`src/logic/mfbi_pkg.sv`:
```
// Purpose: Shared constants and types of the motor fault and brake interlock
// Assumes: 100 MHz aclk, AXI4-Lite with 32-bit data
// Notes:   Byte offsets on a 6-bit address, one word per register
package mfbi_pkg;
   localparam int unsigned ADDR_W = 6;
   localparam int unsigned N_DOUT = 5;
   localparam logic [5:0] OFF_CTRL     = 6'h00;
   localparam logic [5:0] OFF_MODE     = 6'h04;
   localparam logic [5:0] OFF_FACTORY  = 6'h08;
   localparam logic [5:0] OFF_BRK_SEL  = 6'h0c;
   localparam logic [5:0] OFF_DOUT     = 6'h10;
   localparam logic [5:0] OFF_STATUS   = 6'h14;
   localparam logic [5:0] OFF_IRQ_STAT = 6'h18;
   localparam logic [5:0] OFF_IRQ_MASK = 6'h1c;
   localparam logic [5:0] OFF_LIMIT    = 6'h20;
   // Field positions
   localparam int unsigned CTRL_EN_BIT  = 0;
   localparam int unsigned CTRL_DIS_BIT = 1;
   localparam int unsigned MODE_RET_LSB = 4;
   localparam int unsigned ST_PWR_BIT   = 2;
   localparam int unsigned ST_FAIL_LSB  = 4;
   localparam int unsigned ST_SHORT_BIT = 7;
   localparam int unsigned ST_ERR_LSB   = 8;
   // Reset values and codes
   localparam logic [3:0]  MODE_RST        = 4'h0;
   localparam logic [3:0]  RETAIN_RST      = 4'h1;
   localparam logic [7:0]  FACTORY_CMD     = 8'h0a;
   localparam logic [15:0] OC_ERR_CODE     = 16'h0001;
   localparam logic [1:0]  FAIL_LIMIT      = 2'h3;
   localparam logic [2:0]  SEL_NONE        = 3'h0;
   localparam logic [2:0]  SEL_FOURTH      = 3'h4;
   localparam logic [3:0]  MODE_BRK_LIMIT  = 4'h6;
   localparam logic [1:0]  RESP_OKAY       = 2'h0;
   localparam logic [1:0]  RESP_SLVERR     = 2'h2;
   localparam int unsigned N_IRQ           = 5;
   localparam int unsigned IRQ_FAULT       = 0;
   localparam int unsigned IRQ_RETRY_FAIL  = 1;
   localparam int unsigned IRQ_LOCK        = 2;
   localparam int unsigned IRQ_REFUSED     = 3;
   localparam int unsigned IRQ_UNLOCK      = 4;
   // Timing
   localparam longint unsigned CLK_HZ      = 100_000_000;
   localparam longint unsigned LOCK_S      = 60;
   localparam longint unsigned LOCK_CYCLES = LOCK_S * CLK_HZ;
   localparam int unsigned     LOCK_W      = 40;

   typedef enum logic [1:0] {
      PS_OFF   = 2'b00,
      PS_ON    = 2'b01,
      PS_FAULT = 2'b11,
      PS_LOCK  = 2'b10
   } mfbi_ps_e;

   typedef struct packed {
      logic phase_gnd;
      logic phase_phase;
   } mfbi_short_s;

   // Factory brake assignment per operating mode
   function automatic logic [2:0] mfbi_default_sel(input logic [3:0] mode);
      return (mode < MODE_BRK_LIMIT) ? SEL_FOURTH : SEL_NONE;
   endfunction : mfbi_default_sel
endpackage : mfbi_pkg

```
`src/logic/mfbi_sync.sv`:
```
// Purpose: Three-stage input synchroniser with agreement filter
// Assumes: Input asynchronous to aclk
// Notes:   Output moves only when the second and third stages agree
`timescale 1ns/1ps
module mfbi_sync #(
   parameter int unsigned W = 1
) (
   // Clock and reset
   input  wire logic         aclk,
   input  wire logic         aresetn,
   input  wire logic         ce,
   // Data
   input  wire logic [W-1:0] d,
   output logic      [W-1:0] q
);
   logic [W-1:0] s1_ff;
   logic [W-1:0] s2_ff;
   logic [W-1:0] s3_ff;
   logic [W-1:0] q_ff;

   always_ff @(posedge aclk) begin
      if (!aresetn) begin
         s1_ff <= '0;
         s2_ff <= '0;
         s3_ff <= '0;
         q_ff  <= '0;
      end else if (ce) begin
         s1_ff <= d;
         s2_ff <= s1_ff;
         s3_ff <= s2_ff;
         if (s2_ff == s3_ff) begin
            q_ff <= s3_ff;
         end
      end
   end

   assign q = q_ff;
endmodule : mfbi_sync

```
`src/logic/mfbi_route.sv`:
```
// Purpose: Routes the brake release function onto one digital output
// Assumes: sel 1..N names an output, anything else leaves all general
// Notes:   Outputs are registered
`timescale 1ns/1ps
module mfbi_route #(
   parameter int unsigned N = 5
) (
   // Clock and reset
   input  wire logic         aclk,
   input  wire logic         aresetn,
   input  wire logic         ce,
   // Control
   input  wire logic [2:0]   sel,
   input  wire logic         brake_release,
   input  wire logic [N-1:0] gp,
   // Pins
   output logic      [N-1:0] dout
);
   logic [N-1:0] dout_ff;

   for (genvar i = 0; i < N; i++) begin : g_out
      always_ff @(posedge aclk) begin
         if (!aresetn) begin
            dout_ff[i] <= 1'b0;
         end else if (ce) begin
            dout_ff[i] <= (sel == 3'(i + 1)) ? brake_release : gp[i];
         end
      end
   end

   assign dout = dout_ff;
endmodule : mfbi_route

```
`src/logic/mfbi_top.sv`:
```
// Purpose: Power stage interlock, retry lockout and brake output routing
// Assumes: Short detector flags and mode switch pins are asynchronous
// Notes:   AXI4-Lite register slave; one level interrupt
//
// Design decisions made here: the AXI4-Lite register port and the address map.
`timescale 1ns/1ps
module mfbi_top #(
   parameter logic [mfbi_pkg::LOCK_W-1:0] LOCK_CYCLES =
      mfbi_pkg::LOCK_W'(mfbi_pkg::LOCK_CYCLES)
) (
   // Clock, reset, enable
   input  wire logic                       aclk,
   input  wire logic                       aresetn,
   input  wire logic                       ce,
   // AXI4-Lite write address
   input  wire logic [mfbi_pkg::ADDR_W-1:0] awaddr,
   input  wire logic                       awvalid,
   output logic                            awready,
   // AXI4-Lite write data
   input  wire logic [31:0]                wdata,
   input  wire logic [3:0]                 wstrb,
   input  wire logic                       wvalid,
   output logic                            wready,
   // AXI4-Lite write response
   output logic      [1:0]                 bresp,
   output logic                            bvalid,
   input  wire logic                       bready,
   // AXI4-Lite read
   input  wire logic [mfbi_pkg::ADDR_W-1:0] araddr,
   input  wire logic                       arvalid,
   output logic                            arready,
   output logic      [31:0]                rdata,
   output logic      [1:0]                 rresp,
   output logic                            rvalid,
   input  wire logic                       rready,
   // Motor side
   input  wire mfbi_pkg::mfbi_short_s      short_in,
   input  wire logic [3:0]                 mode_switch_position_input,
   output logic                            power_stage_en,
   output logic [mfbi_pkg::N_DOUT-1:0]     digital_output,
   // Interrupt
   output logic                            irq
);
   // Bus state
   logic                        awready_ff;
   logic                        wready_ff;
   logic                        aw_hold_ff;
   logic                        w_hold_ff;
   logic [mfbi_pkg::ADDR_W-1:0] waddr_ff;
   logic [31:0]                 wdata_ff;
   logic                        wlane0_ff;
   logic                        bvalid_ff;
   logic [1:0]                  bresp_ff;
   logic                        arready_ff;
   logic                        rvalid_ff;
   logic [31:0]                 rdata_ff;
   logic [1:0]                  rresp_ff;
   // Block state
   mfbi_pkg::mfbi_ps_e          ps_ff;
   mfbi_pkg::mfbi_ps_e          nxt_ps;
   logic [1:0]                  fail_ff;
   logic [1:0]                  nxt_fail;
   logic [mfbi_pkg::LOCK_W-1:0] lock_cnt_ff;
   logic [15:0]                 err_ff;
   logic                        power_ff;
   logic [3:0]                  mode_ff;
   logic [3:0]                  retain_ff;
   logic [2:0]                  sel_ff;
   logic [mfbi_pkg::N_DOUT-1:0] gp_ff;
   logic [3:0]                  ms_last_ff;
   logic [mfbi_pkg::N_IRQ-1:0]  irq_stat_ff;
   logic [mfbi_pkg::N_IRQ-1:0]  irq_mask_ff;
   logic [mfbi_pkg::N_IRQ-1:0]  ev;
   logic [mfbi_pkg::N_IRQ-1:0]  nxt_irq_stat;
   logic                        irq_ff;
   // Decoded strobes
   logic                        wr_do;
   logic                        wr_low;
   logic                        wr_ok;
   logic                        rd_take;
   logic                        en_req;
   logic                        dis_req;
   logic                        mode_wr;
   logic                        ms_change;
   logic [3:0]                  new_mode;
   logic [3:0]                  new_retain;
   logic                        factory_wr;
   logic [1:0]                  short_sync;
   logic                        short_now;
   logic [3:0]                  ms_sync;
   logic [31:0]                 rd_word;

   // Pin synchronisers
   mfbi_sync #(.W(2)) u_short_sync (
      .aclk    (aclk),
      .aresetn (aresetn),
      .ce      (ce),
      .d       (short_in),
      .q       (short_sync)
   );

   mfbi_sync #(.W(4)) u_mode_sync (
      .aclk    (aclk),
      .aresetn (aresetn),
      .ce      (ce),
      .d       (mode_switch_position_input),
      .q       (ms_sync)
   );

   // Only phase-phase and phase-ground detectors exist here; nothing watches
   // the bus, resistor or brake wires, so shorts there never fault.
   assign short_now = |short_sync;

   assign wr_do   = aw_hold_ff && w_hold_ff && !bvalid_ff;
   assign wr_ok   = waddr_ff < mfbi_pkg::OFF_LIMIT && waddr_ff[1:0] == 2'b00;
   assign wr_low  = wr_do && wr_ok && wlane0_ff;
   assign rd_take = arvalid && arready_ff;

   assign en_req  = wr_low && waddr_ff == mfbi_pkg::OFF_CTRL &&
                    wdata_ff[mfbi_pkg::CTRL_EN_BIT];
   assign dis_req = wr_low && waddr_ff == mfbi_pkg::OFF_CTRL &&
                    wdata_ff[mfbi_pkg::CTRL_DIS_BIT];
   assign mode_wr    = wr_low && waddr_ff == mfbi_pkg::OFF_MODE;
   assign factory_wr = wr_low && waddr_ff == mfbi_pkg::OFF_FACTORY &&
                       wdata_ff[7:0] == mfbi_pkg::FACTORY_CMD;
   assign ms_change  = ms_sync != ms_last_ff;
   assign new_mode   = mode_wr ? wdata_ff[3:0] : ms_sync;
   assign new_retain = mode_wr ? wdata_ff[mfbi_pkg::MODE_RET_LSB +: 4] : retain_ff;

   // Write address and data are taken independently, in either order
   always_ff @(posedge aclk) begin
      if (!aresetn) begin
         awready_ff <= 1'b1;
         aw_hold_ff <= 1'b0;
         waddr_ff   <= '0;
      end else if (ce) begin
         if (awvalid && awready_ff) begin
            awready_ff <= 1'b0;
            aw_hold_ff <= 1'b1;
            waddr_ff   <= awaddr;
         end else if (wr_do) begin
            awready_ff <= 1'b1;
            aw_hold_ff <= 1'b0;
         end
      end
   end

   always_ff @(posedge aclk) begin
      if (!aresetn) begin
         wready_ff <= 1'b1;
         w_hold_ff <= 1'b0;
         wdata_ff  <= '0;
         wlane0_ff <= 1'b0;
      end else if (ce) begin
         if (wvalid && wready_ff) begin
            wready_ff <= 1'b0;
            w_hold_ff <= 1'b1;
            wdata_ff  <= wdata;
            wlane0_ff <= wstrb[0];
         end else if (wr_do) begin
            wready_ff <= 1'b1;
            w_hold_ff <= 1'b0;
         end
      end
   end

   always_ff @(posedge aclk) begin
      if (!aresetn) begin
         bvalid_ff <= 1'b0;
         bresp_ff  <= mfbi_pkg::RESP_OKAY;
      end else if (ce) begin
         if (wr_do) begin
            bvalid_ff <= 1'b1;
            bresp_ff  <= wr_ok ? mfbi_pkg::RESP_OKAY : mfbi_pkg::RESP_SLVERR;
         end else if (bready) begin
            bvalid_ff <= 1'b0;
         end
      end
   end

   // Read data mux
   always_comb begin
      rd_word = '0;
      unique case (araddr)
         mfbi_pkg::OFF_MODE:     rd_word = {24'h0, retain_ff, mode_ff};
         mfbi_pkg::OFF_BRK_SEL:  rd_word = {29'h0, sel_ff};
         mfbi_pkg::OFF_DOUT:     rd_word = {27'h0, gp_ff};
         mfbi_pkg::OFF_STATUS:   rd_word = {8'h0, err_ff, short_now, 1'b0, fail_ff,
                                            1'b0, power_ff, ps_ff};
         mfbi_pkg::OFF_IRQ_STAT: rd_word = {27'h0, irq_stat_ff};
         mfbi_pkg::OFF_IRQ_MASK: rd_word = {27'h0, irq_mask_ff};
         default:                rd_word = '0;
      endcase
   end

   always_ff @(posedge aclk) begin
      if (!aresetn) begin
         arready_ff <= 1'b1;
         rvalid_ff  <= 1'b0;
         rdata_ff   <= '0;
         rresp_ff   <= mfbi_pkg::RESP_OKAY;
      end else if (ce) begin
         if (rd_take) begin
            arready_ff <= 1'b0;
            rvalid_ff  <= 1'b1;
            rdata_ff   <= rd_word;
            rresp_ff   <= (araddr < mfbi_pkg::OFF_LIMIT && araddr[1:0] == 2'b00) ?
                          mfbi_pkg::RESP_OKAY : mfbi_pkg::RESP_SLVERR;
         end else if (rvalid_ff && rready) begin
            arready_ff <= 1'b1;
            rvalid_ff  <= 1'b0;
         end
      end
   end

   // Power stage state machine
   always_comb begin
      nxt_ps   = ps_ff;
      nxt_fail = fail_ff;
      ev       = '0;
      unique case (ps_ff)
         mfbi_pkg::PS_OFF: begin
            if (en_req) begin
               nxt_ps = mfbi_pkg::PS_ON;
            end
         end
         mfbi_pkg::PS_ON: begin
            if (short_now) begin
               nxt_ps = mfbi_pkg::PS_FAULT;
               ev[mfbi_pkg::IRQ_FAULT] = 1'b1;
            end else if (dis_req) begin
               nxt_ps = mfbi_pkg::PS_OFF;
            end
         end
         mfbi_pkg::PS_FAULT: begin
            if (en_req && short_now) begin
               nxt_fail = fail_ff + 2'd1;
               ev[mfbi_pkg::IRQ_RETRY_FAIL] = 1'b1;
               if (nxt_fail == mfbi_pkg::FAIL_LIMIT) begin
                  nxt_ps = mfbi_pkg::PS_LOCK;
                  ev[mfbi_pkg::IRQ_LOCK] = 1'b1;
               end
            end else if (en_req) begin
               nxt_ps   = mfbi_pkg::PS_ON;
               nxt_fail = '0;
            end
         end
         mfbi_pkg::PS_LOCK: begin
            ev[mfbi_pkg::IRQ_REFUSED] = en_req;
            if (lock_cnt_ff == '0) begin
               nxt_ps   = mfbi_pkg::PS_FAULT;
               nxt_fail = '0;
               ev[mfbi_pkg::IRQ_UNLOCK] = 1'b1;
            end
         end
      endcase
   end

   always_ff @(posedge aclk) begin
      if (!aresetn) begin
         ps_ff    <= mfbi_pkg::PS_OFF;
         fail_ff  <= '0;
         power_ff <= 1'b0;
      end else if (ce) begin
         ps_ff    <= nxt_ps;
         fail_ff  <= nxt_fail;
         power_ff <= nxt_ps == mfbi_pkg::PS_ON;
      end
   end

   // Lockout timer holds off resets for the full minute
   always_ff @(posedge aclk) begin
      if (!aresetn) begin
         lock_cnt_ff <= '0;
      end else if (ce) begin
         if (ps_ff != mfbi_pkg::PS_LOCK) begin
            lock_cnt_ff <= LOCK_CYCLES - mfbi_pkg::LOCK_W'(1);
         end else if (lock_cnt_ff != '0) begin
            lock_cnt_ff <= lock_cnt_ff - mfbi_pkg::LOCK_W'(1);
         end
      end
   end

   // Error code stays until a reset attempt succeeds
   always_ff @(posedge aclk) begin
      if (!aresetn) begin
         err_ff <= '0;
      end else if (ce) begin
         if (ev[mfbi_pkg::IRQ_FAULT]) begin
            err_ff <= mfbi_pkg::OC_ERR_CODE;
         end else if (ps_ff == mfbi_pkg::PS_FAULT && nxt_ps == mfbi_pkg::PS_ON) begin
            err_ff <= '0;
         end
      end
   end

   // Operating mode and output assignment
   always_ff @(posedge aclk) begin
      if (!aresetn) begin
         mode_ff    <= mfbi_pkg::MODE_RST;
         retain_ff  <= mfbi_pkg::RETAIN_RST;
         sel_ff     <= mfbi_pkg::mfbi_default_sel(mfbi_pkg::MODE_RST);
         ms_last_ff <= '0;
      end else if (ce) begin
         ms_last_ff <= ms_sync;
         if (mode_wr || ms_change) begin
            mode_ff   <= new_mode;
            retain_ff <= new_retain;
            if (new_retain != 4'h0) begin
               sel_ff <= mfbi_pkg::mfbi_default_sel(new_mode);
            end
         end else if (factory_wr) begin
            sel_ff <= mfbi_pkg::mfbi_default_sel(mode_ff);
         end else if (wr_low && waddr_ff == mfbi_pkg::OFF_BRK_SEL) begin
            sel_ff <= wdata_ff[2:0];
         end
      end
   end

   always_ff @(posedge aclk) begin
      if (!aresetn) begin
         gp_ff       <= '0;
         irq_mask_ff <= '0;
      end else if (ce) begin
         if (wr_low && waddr_ff == mfbi_pkg::OFF_DOUT) begin
            gp_ff <= wdata_ff[mfbi_pkg::N_DOUT-1:0];
         end
         if (wr_low && waddr_ff == mfbi_pkg::OFF_IRQ_MASK) begin
            irq_mask_ff <= wdata_ff[mfbi_pkg::N_IRQ-1:0];
         end
      end
   end

   // Interrupt status clears on read; a same-cycle event survives
   assign nxt_irq_stat = ((rd_take && araddr == mfbi_pkg::OFF_IRQ_STAT) ?
                          '0 : irq_stat_ff) | ev;

   always_ff @(posedge aclk) begin
      if (!aresetn) begin
         irq_stat_ff <= '0;
         irq_ff      <= 1'b0;
      end else if (ce) begin
         irq_stat_ff <= nxt_irq_stat;
         irq_ff      <= |(nxt_irq_stat & irq_mask_ff);
      end
   end

   // Brake release is driven straight from the power stage state; an
   // emergency stop path must still drop the brake outside this block.
   mfbi_route #(.N(mfbi_pkg::N_DOUT)) u_route (
      .aclk          (aclk),
      .aresetn       (aresetn),
      .ce            (ce),
      .sel           (sel_ff),
      .brake_release (power_ff),
      .gp            (gp_ff),
      .dout          (digital_output)
   );

   assign awready        = awready_ff;
   assign wready         = wready_ff;
   assign bvalid         = bvalid_ff;
   assign bresp          = bresp_ff;
   assign arready        = arready_ff;
   assign rvalid         = rvalid_ff;
   assign rdata          = rdata_ff;
   assign rresp          = rresp_ff;
   assign power_stage_en = power_ff;
   assign irq            = irq_ff;
endmodule : mfbi_top

```
`config.mk`:
```
export PLATFORM = sky130hd
export DESIGN_NAME = mfbi_top
export DESIGN_NICKNAME = d
export VERILOG_FILES = /design/src/logic/mfbi_pkg.sv /design/src/logic/mfbi_sync.sv /design/src/logic/mfbi_route.sv /design/src/logic/mfbi_top.sv
export SDC_FILE = /design/constraint.sdc
export NUM_CORES = 1
export LEC_CHECK = 0
export CAP_MARGIN = 30
export CORE_MARGIN = 1
export CORE_UTILIZATION = 65
export CTS_CLUSTER_SIZE = 12
export DETAILED_ROUTE_END_ITERATION = 16
export DONT_BUFFER_PORTS = 1
export GPL_TIMING_DRIVEN = 0
export PLACE_DENSITY = 0.81
export REMOVE_ABC_BUFFERS = 1
export SYNTH_ARGS = -nofsm -noshare
export SYNTH_HDL_FRONTEND = slang
export SYNTH_SLANG_ARGS = --single-unit
```
`constraint.sdc`:
```
create_clock -name aclk -period 7.25 [get_ports aclk]
set_input_delay 0.3625 -clock aclk [delete_from_list [all_inputs] [get_ports aclk]]
set_output_delay 0.3625 -clock aclk [all_outputs]
set_load 0.005 [all_outputs]
```
== Word-level counts from Yosys, hierarchy flattened ==
Index checks and enable logic that the tools add are counted.

* Register bits: 179
* Bits in latches: 0
* RAM bits: 0
* Memory bits (read-only): 0
* Input port bits: 62
* Output and inout port bits: 48
* Logic and storage cells: 185
* Memories kept: 0

* $add $sub $neg: 2
* $mul: 0
* Divide/modulo/power cells: 0
* Magnitude comparators: 4
* Equality and inequality tests: 29
* Shift-type cells: 0
* Mux-type cells: 51
* Bitwise gates (word level): 2
* Reduce and logical (&&, ||, !) cells: 58

{| class="wikitable"
|+ Operators by type and width
! operator !! count
|-
| one-hot mux 24 bit (6 select lines) || 1
|-
| two-way mux 40 bit || 2
|-
| logical NOT 40 bit || 1
|-
| nonzero test 40 bit || 1
|-
| subtractor 40 x 1 -> 40 bit (second input constant) || 1
|-
| equality test 6 x 5 -> 1 bit (second input constant) || 6
|-
| two-way mux 16 bit || 2
|-
| AND reduction 2 bit || 15
|-
| two-way mux 2 bit || 14
|-
| logical AND 1 bit || 22
|-
| two-way mux 1 bit || 21
|-
| equality test 6 x 4 -> 1 bit (second input constant) || 3
|-
| two-way mux 3 bit || 6
|-
| nonzero test 2 bit || 7
|-
| equality test 6 x 3 -> 1 bit (second input constant) || 2
|-
| < comparator 6 bit (second input constant) || 2
|-
| equality test 8 x 4 -> 1 bit (second input constant) || 1
|-
| < comparator 4 x 3 -> 1 bit (second input constant) || 2
|-
| two-way mux 4 bit || 2
|-
| one-hot mux 2 bit (4 select lines) || 1
|-
| equality test 2 bit (second input constant) || 3
|-
| equality test 3 x 2 -> 1 bit (second input constant) || 2
|-
| equality test 3 bit (second input constant) || 2
|-
| logical NOT 2 bit || 3
|-
| 22 further kinds || 24
|}

== Longest topological paths before layout ==
* Depth in word-level cells: 13
* Depth in mapped cells: 9
* Mapped depth without buffers: 8

== By module ==
Synthesis repeated with hierarchy kept, for this count alone.

* Cell total of the unflattened synthesis: 794
* Area total of the unflattened synthesis: 6,949.2 um^2

{| class="wikitable"
|+ Modules (own cells, without submodules)
! module !! times used !! cells each !! area an instance (um^2) !! sequential area each (um^2)
|-
| mfbi_top || 1 || 673 || 5,718.0 || 2,202.1
|-
| mfbi_sync (u_mode_sync) || 1 || 62 || 664.4 || 320.3
|-
| mfbi_sync (u_short_sync) || 1 || 33 || 325.3 || 160.2
|-
| mfbi_route || 1 || 26 || 241.5 || 100.1
|}

== Worst setup path after synthesis ==
No wires, ideal clock.

* Path type: reg2reg
* From: reg lock_cnt_ff[26] in the netlist's numbering
* To: reg lock_cnt_ff[30] in the netlist's numbering
* Library setup time: 133 ps
* Arrival time: 2,348 ps
* Data required time: 7,117 ps
* Path slack: 4,769 ps
* Stages on the path, launching flop included: 9
* Buffers on the path: 2
* Clock period less this slack: 2,481 ps
* Cell sequence: dfxtp_1 or4_1 buf_2 or4_4 or4_4 buf_6 nand4_1 xor2_1 a21oi_1

* Cells in the longest elaborated chain, start to end: 3
* Elaborated cells on any way between the ends: 6
* Classes of those cells: add/sub: 1; mux: 2; reduce/logical: 3

{| class="wikitable"
|+ Ends and longest elaborated chain
! item !! line !! text
|-
| start, declared || mfbi_top.sv:63 || <nowiki>logic [mfbi_pkg::LOCK_W-1:0] lock_cnt_ff;</nowiki>
|-
| start signal, assigned || mfbi_top.sv:277 || <nowiki>lock_cnt_ff <= LOCK_CYCLES - mfbi_pkg::LOCK_W'(1);</nowiki>
|-
| start signal, assigned || mfbi_top.sv:279 || <nowiki>lock_cnt_ff <= lock_cnt_ff - mfbi_pkg::LOCK_W'(1);</nowiki>
|-
| subtractor 40 x 1 -> 40 bit / nonzero test 40 bit (equally long branches) || mfbi_top.sv:279, mfbi_top.sv:278 ||
|-
| two-way mux 40 bit / nonzero test 2 bit (equally long branches) || -- ||
|-
| two-way mux 40 bit / AND reduction 2 bit (equally long branches) || -- ||
|}

Several ways; a longest one is shown, not always the timed one. The select of a mux whose other input is x is not followed.
A chain may end at the register's enable or synchronous reset.

== Final worst setup path ==
* From: reg lock_cnt_ff[26] in the netlist's numbering
* To: reg lock_cnt_ff[2] in the netlist's numbering

* Cells in the longest elaborated chain, start to end: 3

{| class="wikitable"
|+ Ends and longest elaborated chain
! item !! line !! text
|-
| nonzero test 40 bit || mfbi_top.sv:278 || <nowiki>end else if (lock_cnt_ff != '0) begin</nowiki>
|-
| nonzero test 2 bit (no line) || -- ||
|-
| AND reduction 2 bit (no line) || -- ||
|}

Every way passes these cells.

==> qor.txt <==
LOGIC SYNTHESIS
-----------------------------------------------------------------------------------------------
Leading cell types by count after synthesis ...................................... dfxtp_1 (139), nor2_1 (105), mux2i_1 (62)
Post-synthesis instance total ....................................................          767
Number of distinct standard cells referenced by the synthesized netlist ..........           63
Primary FF master, synth .........................................................      dfxtp_1
Most common cell in the netlist ..................................................      dfxtp_1
Sequential share of the synthesized area .........................................        41.9%
Largest area contributor in the netlist ..........................................      dfxtp_1
Post-synth top area share ........................................................        41.9%
Mapped Avg Cell Area .............................................................     8.65 µm²
Synth area leaders ............................................................... dfxtp_1 (42%), mux2i_1 (9.4%), nor2_1 (5.9%), a21oi_1 (4.1%), xor2_1 (4.1%)
Share of flip-flops with an asynchronous set or reset ............................           0%
Number of flops mapped to enable cells by yosys ..................................            0
Flops & latches, synth ...........................................................          139
Combined area of all synthesized cells ...........................................     6640 µm²
Yosys warning count ..............................................................            0

STA
-----------------------------------------------------------------------------------------------
Setup WS post-layout .............................................................      4.16 ns
Slew Limit Headroom ..............................................................        30.4%
Count of pins over their slew limit ..............................................            0
Share of the clock period used by the worst path .................................        42.7%
Final worst clock skew ...........................................................   0.00738 ns
Worst-case hold slack ............................................................    0.0114 ns
Setup Total Neg Slack ............................................................         0 ns
Highest clock rate ...............................................................      323 MHz
Number of setup violations in the final report ...................................            0
Tightest Pin Transition ..........................................................      1.04 ns
RSZ-0062 raised after global routing .............................................           no
Tmin final .......................................................................      3.09 ns
Count of final hold-check violations .............................................            0

CRITICAL PATH
-----------------------------------------------------------------------------------------------
Crit path launch type ............................................................     register
Worst Path Arrival ...............................................................      3.50 ns
Worst setup path category ........................................................   reg -> reg
Worst Path Required ..............................................................      7.66 ns
Maximum net fanout on the critical path ..........................................           18
Endpoint type of the worst setup path ............................................     register

LAYOUT
-----------------------------------------------------------------------------------------------
Fraction of layout instances using a drive strength above 1 ......................        5.62%
Fin util .........................................................................        75.6%
P&R area growth vs syn ...........................................................        11.8%
Non-filler cells in the finished layout ..........................................          916
Flip-flop and latch area .........................................................     2780 µm²
FILL cells .......................................................................          714
Final-stage net count ............................................................          836
Design area ......................................................................     7420 µm²
Diode count ......................................................................            0
Multi-input gate area ............................................................     3540 µm²

FLOORPLAN
-----------------------------------------------------------------------------------------------
Count of pins on the block boundary ..............................................          110
Cell row count ...................................................................           36
Die area .........................................................................   10,600 µm²
Die extent in x ..................................................................       103 µm
Core area ........................................................................     9820 µm²
Effective utilization at floorplan ...............................................        67.6%
Vertical die dimension ...........................................................       103 µm

ROUTING
-----------------------------------------------------------------------------------------------
Antenna Violating Nets Remaining .................................................            0
DRT iter0 DRCs ...................................................................          404
Number of DRC violations after detailed routing ..................................            0
Routed via count .................................................................        5,822
Post-DR wirelength/cell ..........................................................      18.5 µm
Detail-routed via count per cell .................................................         6.36
Number of iterations in the first detailed-routing pass ..........................            5
Total Wirelength .................................................................    16,900 µm

PLACEMENT
-----------------------------------------------------------------------------------------------
Hpwl dp ..........................................................................      9770 µm
Cell Count Post-Placement ........................................................          860
Placed instance area .............................................................     6540 µm²
Count of port buffers added during placement .....................................            0
Weighted congestion reported at the end of routability-driven placement ..........        0.869
Pre-CTS setup slack ..............................................................      4.24 ns

POWER AND IR DROP
-----------------------------------------------------------------------------------------------
Lkg Pwr ..........................................................................      2.88 nW
Maximum ir drop on the vdd rail ..................................................   0.000224 V
Total Power Consumption ..........................................................      1.85 mW
Pwr per Cell Area ................................................................   249 nW/µm²

GLOBAL ROUTING
-----------------------------------------------------------------------------------------------
Total routing resource utilization after global routing ..........................        32.4%
Global-route wire length before repair ...........................................    26,000 µm
Most heavily used metal layer in global routing ..................................         met2
Met1 layer usage reported by global route ........................................        39.7%
Total overflow reported by the global router .....................................            0
Initial antenna violation count ..................................................            0
Number of global-route vias before repair ........................................        5,384
Met2 GRT Util ....................................................................        55.5%
Global routing met3 resource utilization .........................................        8.00%
Largest net degree at the start of global routing ................................           66

CTS
-----------------------------------------------------------------------------------------------
Clock latency of the later-clocked register in the worst-skew pair ...............      0.53 ns
TritonCTS clock tree .............................................................          yes
Clock input transition at the sequential cells of the worst setup and hold paths .      0.06 ns
CTS sink cnt .....................................................................          139
Total CTS buffers ................................................................           17
Post-CTS Setup Repair Bufs .......................................................            0
Number of levels the H-tree was split into .......................................            4
Clock buffer depth ...............................................................            2
Master cell of the clock root buffer .............................................     clkbuf_8

STATUS
-----------------------------------------------------------------------------------------------
Status ........................................................................... finished, final reports clean

RUN
-----------------------------------------------------------------------------------------------
# Max-Cap Violations .............................................................            0

WORST HOLD PATH
-----------------------------------------------------------------------------------------------
Kind of path behind the tightest hold check ......................................    in -> reg

-- power breakdown --
part           total (mW)  switching (mW)  internal [mW]
Sequential          0.812          0.0248          0.788
Combinational       0.118          0.0693         0.0489
Clock               0.920           0.312          0.608
-- metal layers --
metal  part of all wire [%]  vias to the layer above
li1                       -                     2724
met1                     42                     2813
met2                     50                      260
met3                    7.2                       25
met4                    1.2                        0
met5                      0                        -
-- logic make-up (layout without fill, tap and decap cells) --
logic type,Yosys count,after routing,share of synthesized area [%]
fa+ha+maj,2,2,0.377
xor+xnor,36,36,4.75
mux,62,62,9.35
simple gates,317,317,24.5
flops,139,139,41.9
buf+inv,70,62,6.03
compound gates,140,140,13.0
other cells,1,25,0.0565
-- flip-flops by register name (all words and copies together), names as in the netlist, 5 cells and up --
signal        flops
waddr_ff          6
lock_cnt_ff      40
wdata_ff          8
rdata             9
u_route.dout      5
gp_ff             5
irq_stat_ff       5
irq_mask_ff       5
-- worst paths after layout --
kind / endpoint / cells past startpoint / slack, ns / start
worst max-delay path: lock_cnt_ff[2] / 6 / 4.16 / lock_cnt_ff[26]
worst min-delay path: sel_ff[0] / 2 / 0.01 / aresetn
worst max register to register: lock_cnt_ff[2] / 6 / 4.16 / lock_cnt_ff[26]
worst min register to register: rdata[3] / 2 / 0.48 / rdata[3]
-- repair_timing --
action | 4_1_cts | 5_1_grt
endpoints found under the hold margin | 49 | 0
hold buffers | 26 | 0
resized for setup | 0 | 0
-- worst max-delay path, cell delays in order, from the launching register on --
cell,delay [ns]
dfxtp_1,0.36
or4_1,0.66
nor4_1,0.44
nand4_1,0.68
and2_0,0.54
o21ai_0,0.23
a31oi_1,0.06
-- layout make-up --
cell class | instances | area share [%]
clock inverter | 7 | 2.21
inverter | 5 | 0.287
timing repair buffer | 27 | 3.88
sequential | 139 | 37.5
multi-input combinational | 582 | 47.7
clock buffer | 23 | 6.15
tap | 133 | 2.24
-- cells in the final DEF (no fill, tap or decap), types with 5 or more instances in the layout --
| master | netlist | layout |
|---|---|---|
| a31oi_1 | 11 | 11 |
| nand3b_1 | 5 | 5 |
| mux2i_1 | 62 | 62 |
| and2_1 | 5 | 5 |
| nand2_1 | 60 | 60 |
| xor2_1 | 31 | 31 |
| nand4_1 | 18 | 18 |
| bufinv_16 | 0 | 5 |
| a22o_1 | 5 | 5 |
| nor4_1 | 12 | 12 |
| clkbuf_16 | 0 | 16 |
| xnor2_1 | 5 | 5 |
| o21ai_0 | 27 | 27 |
| nand4b_1 | 5 | 5 |
| or4_1 | 6 | 6 |
| dfxtp_1 | 139 | 139 |
| nor3_1 | 16 | 16 |
| a211oi_1 | 13 | 13 |
| and3_1 | 8 | 8 |
| or3_1 | 6 | 6 |
| nand3_1 | 26 | 26 |
| conb_1 | 1 | 25 |
| dlygate4sd3_1 | 0 | 26 |
| nor3b_1 | 7 | 7 |
| a22oi_1 | 7 | 7 |
| nor2_1 | 105 | 105 |
| a21oi_1 | 55 | 55 |
| nand2b_1 | 7 | 7 |
Note: power is estimated with default switching activity, not from simulation.
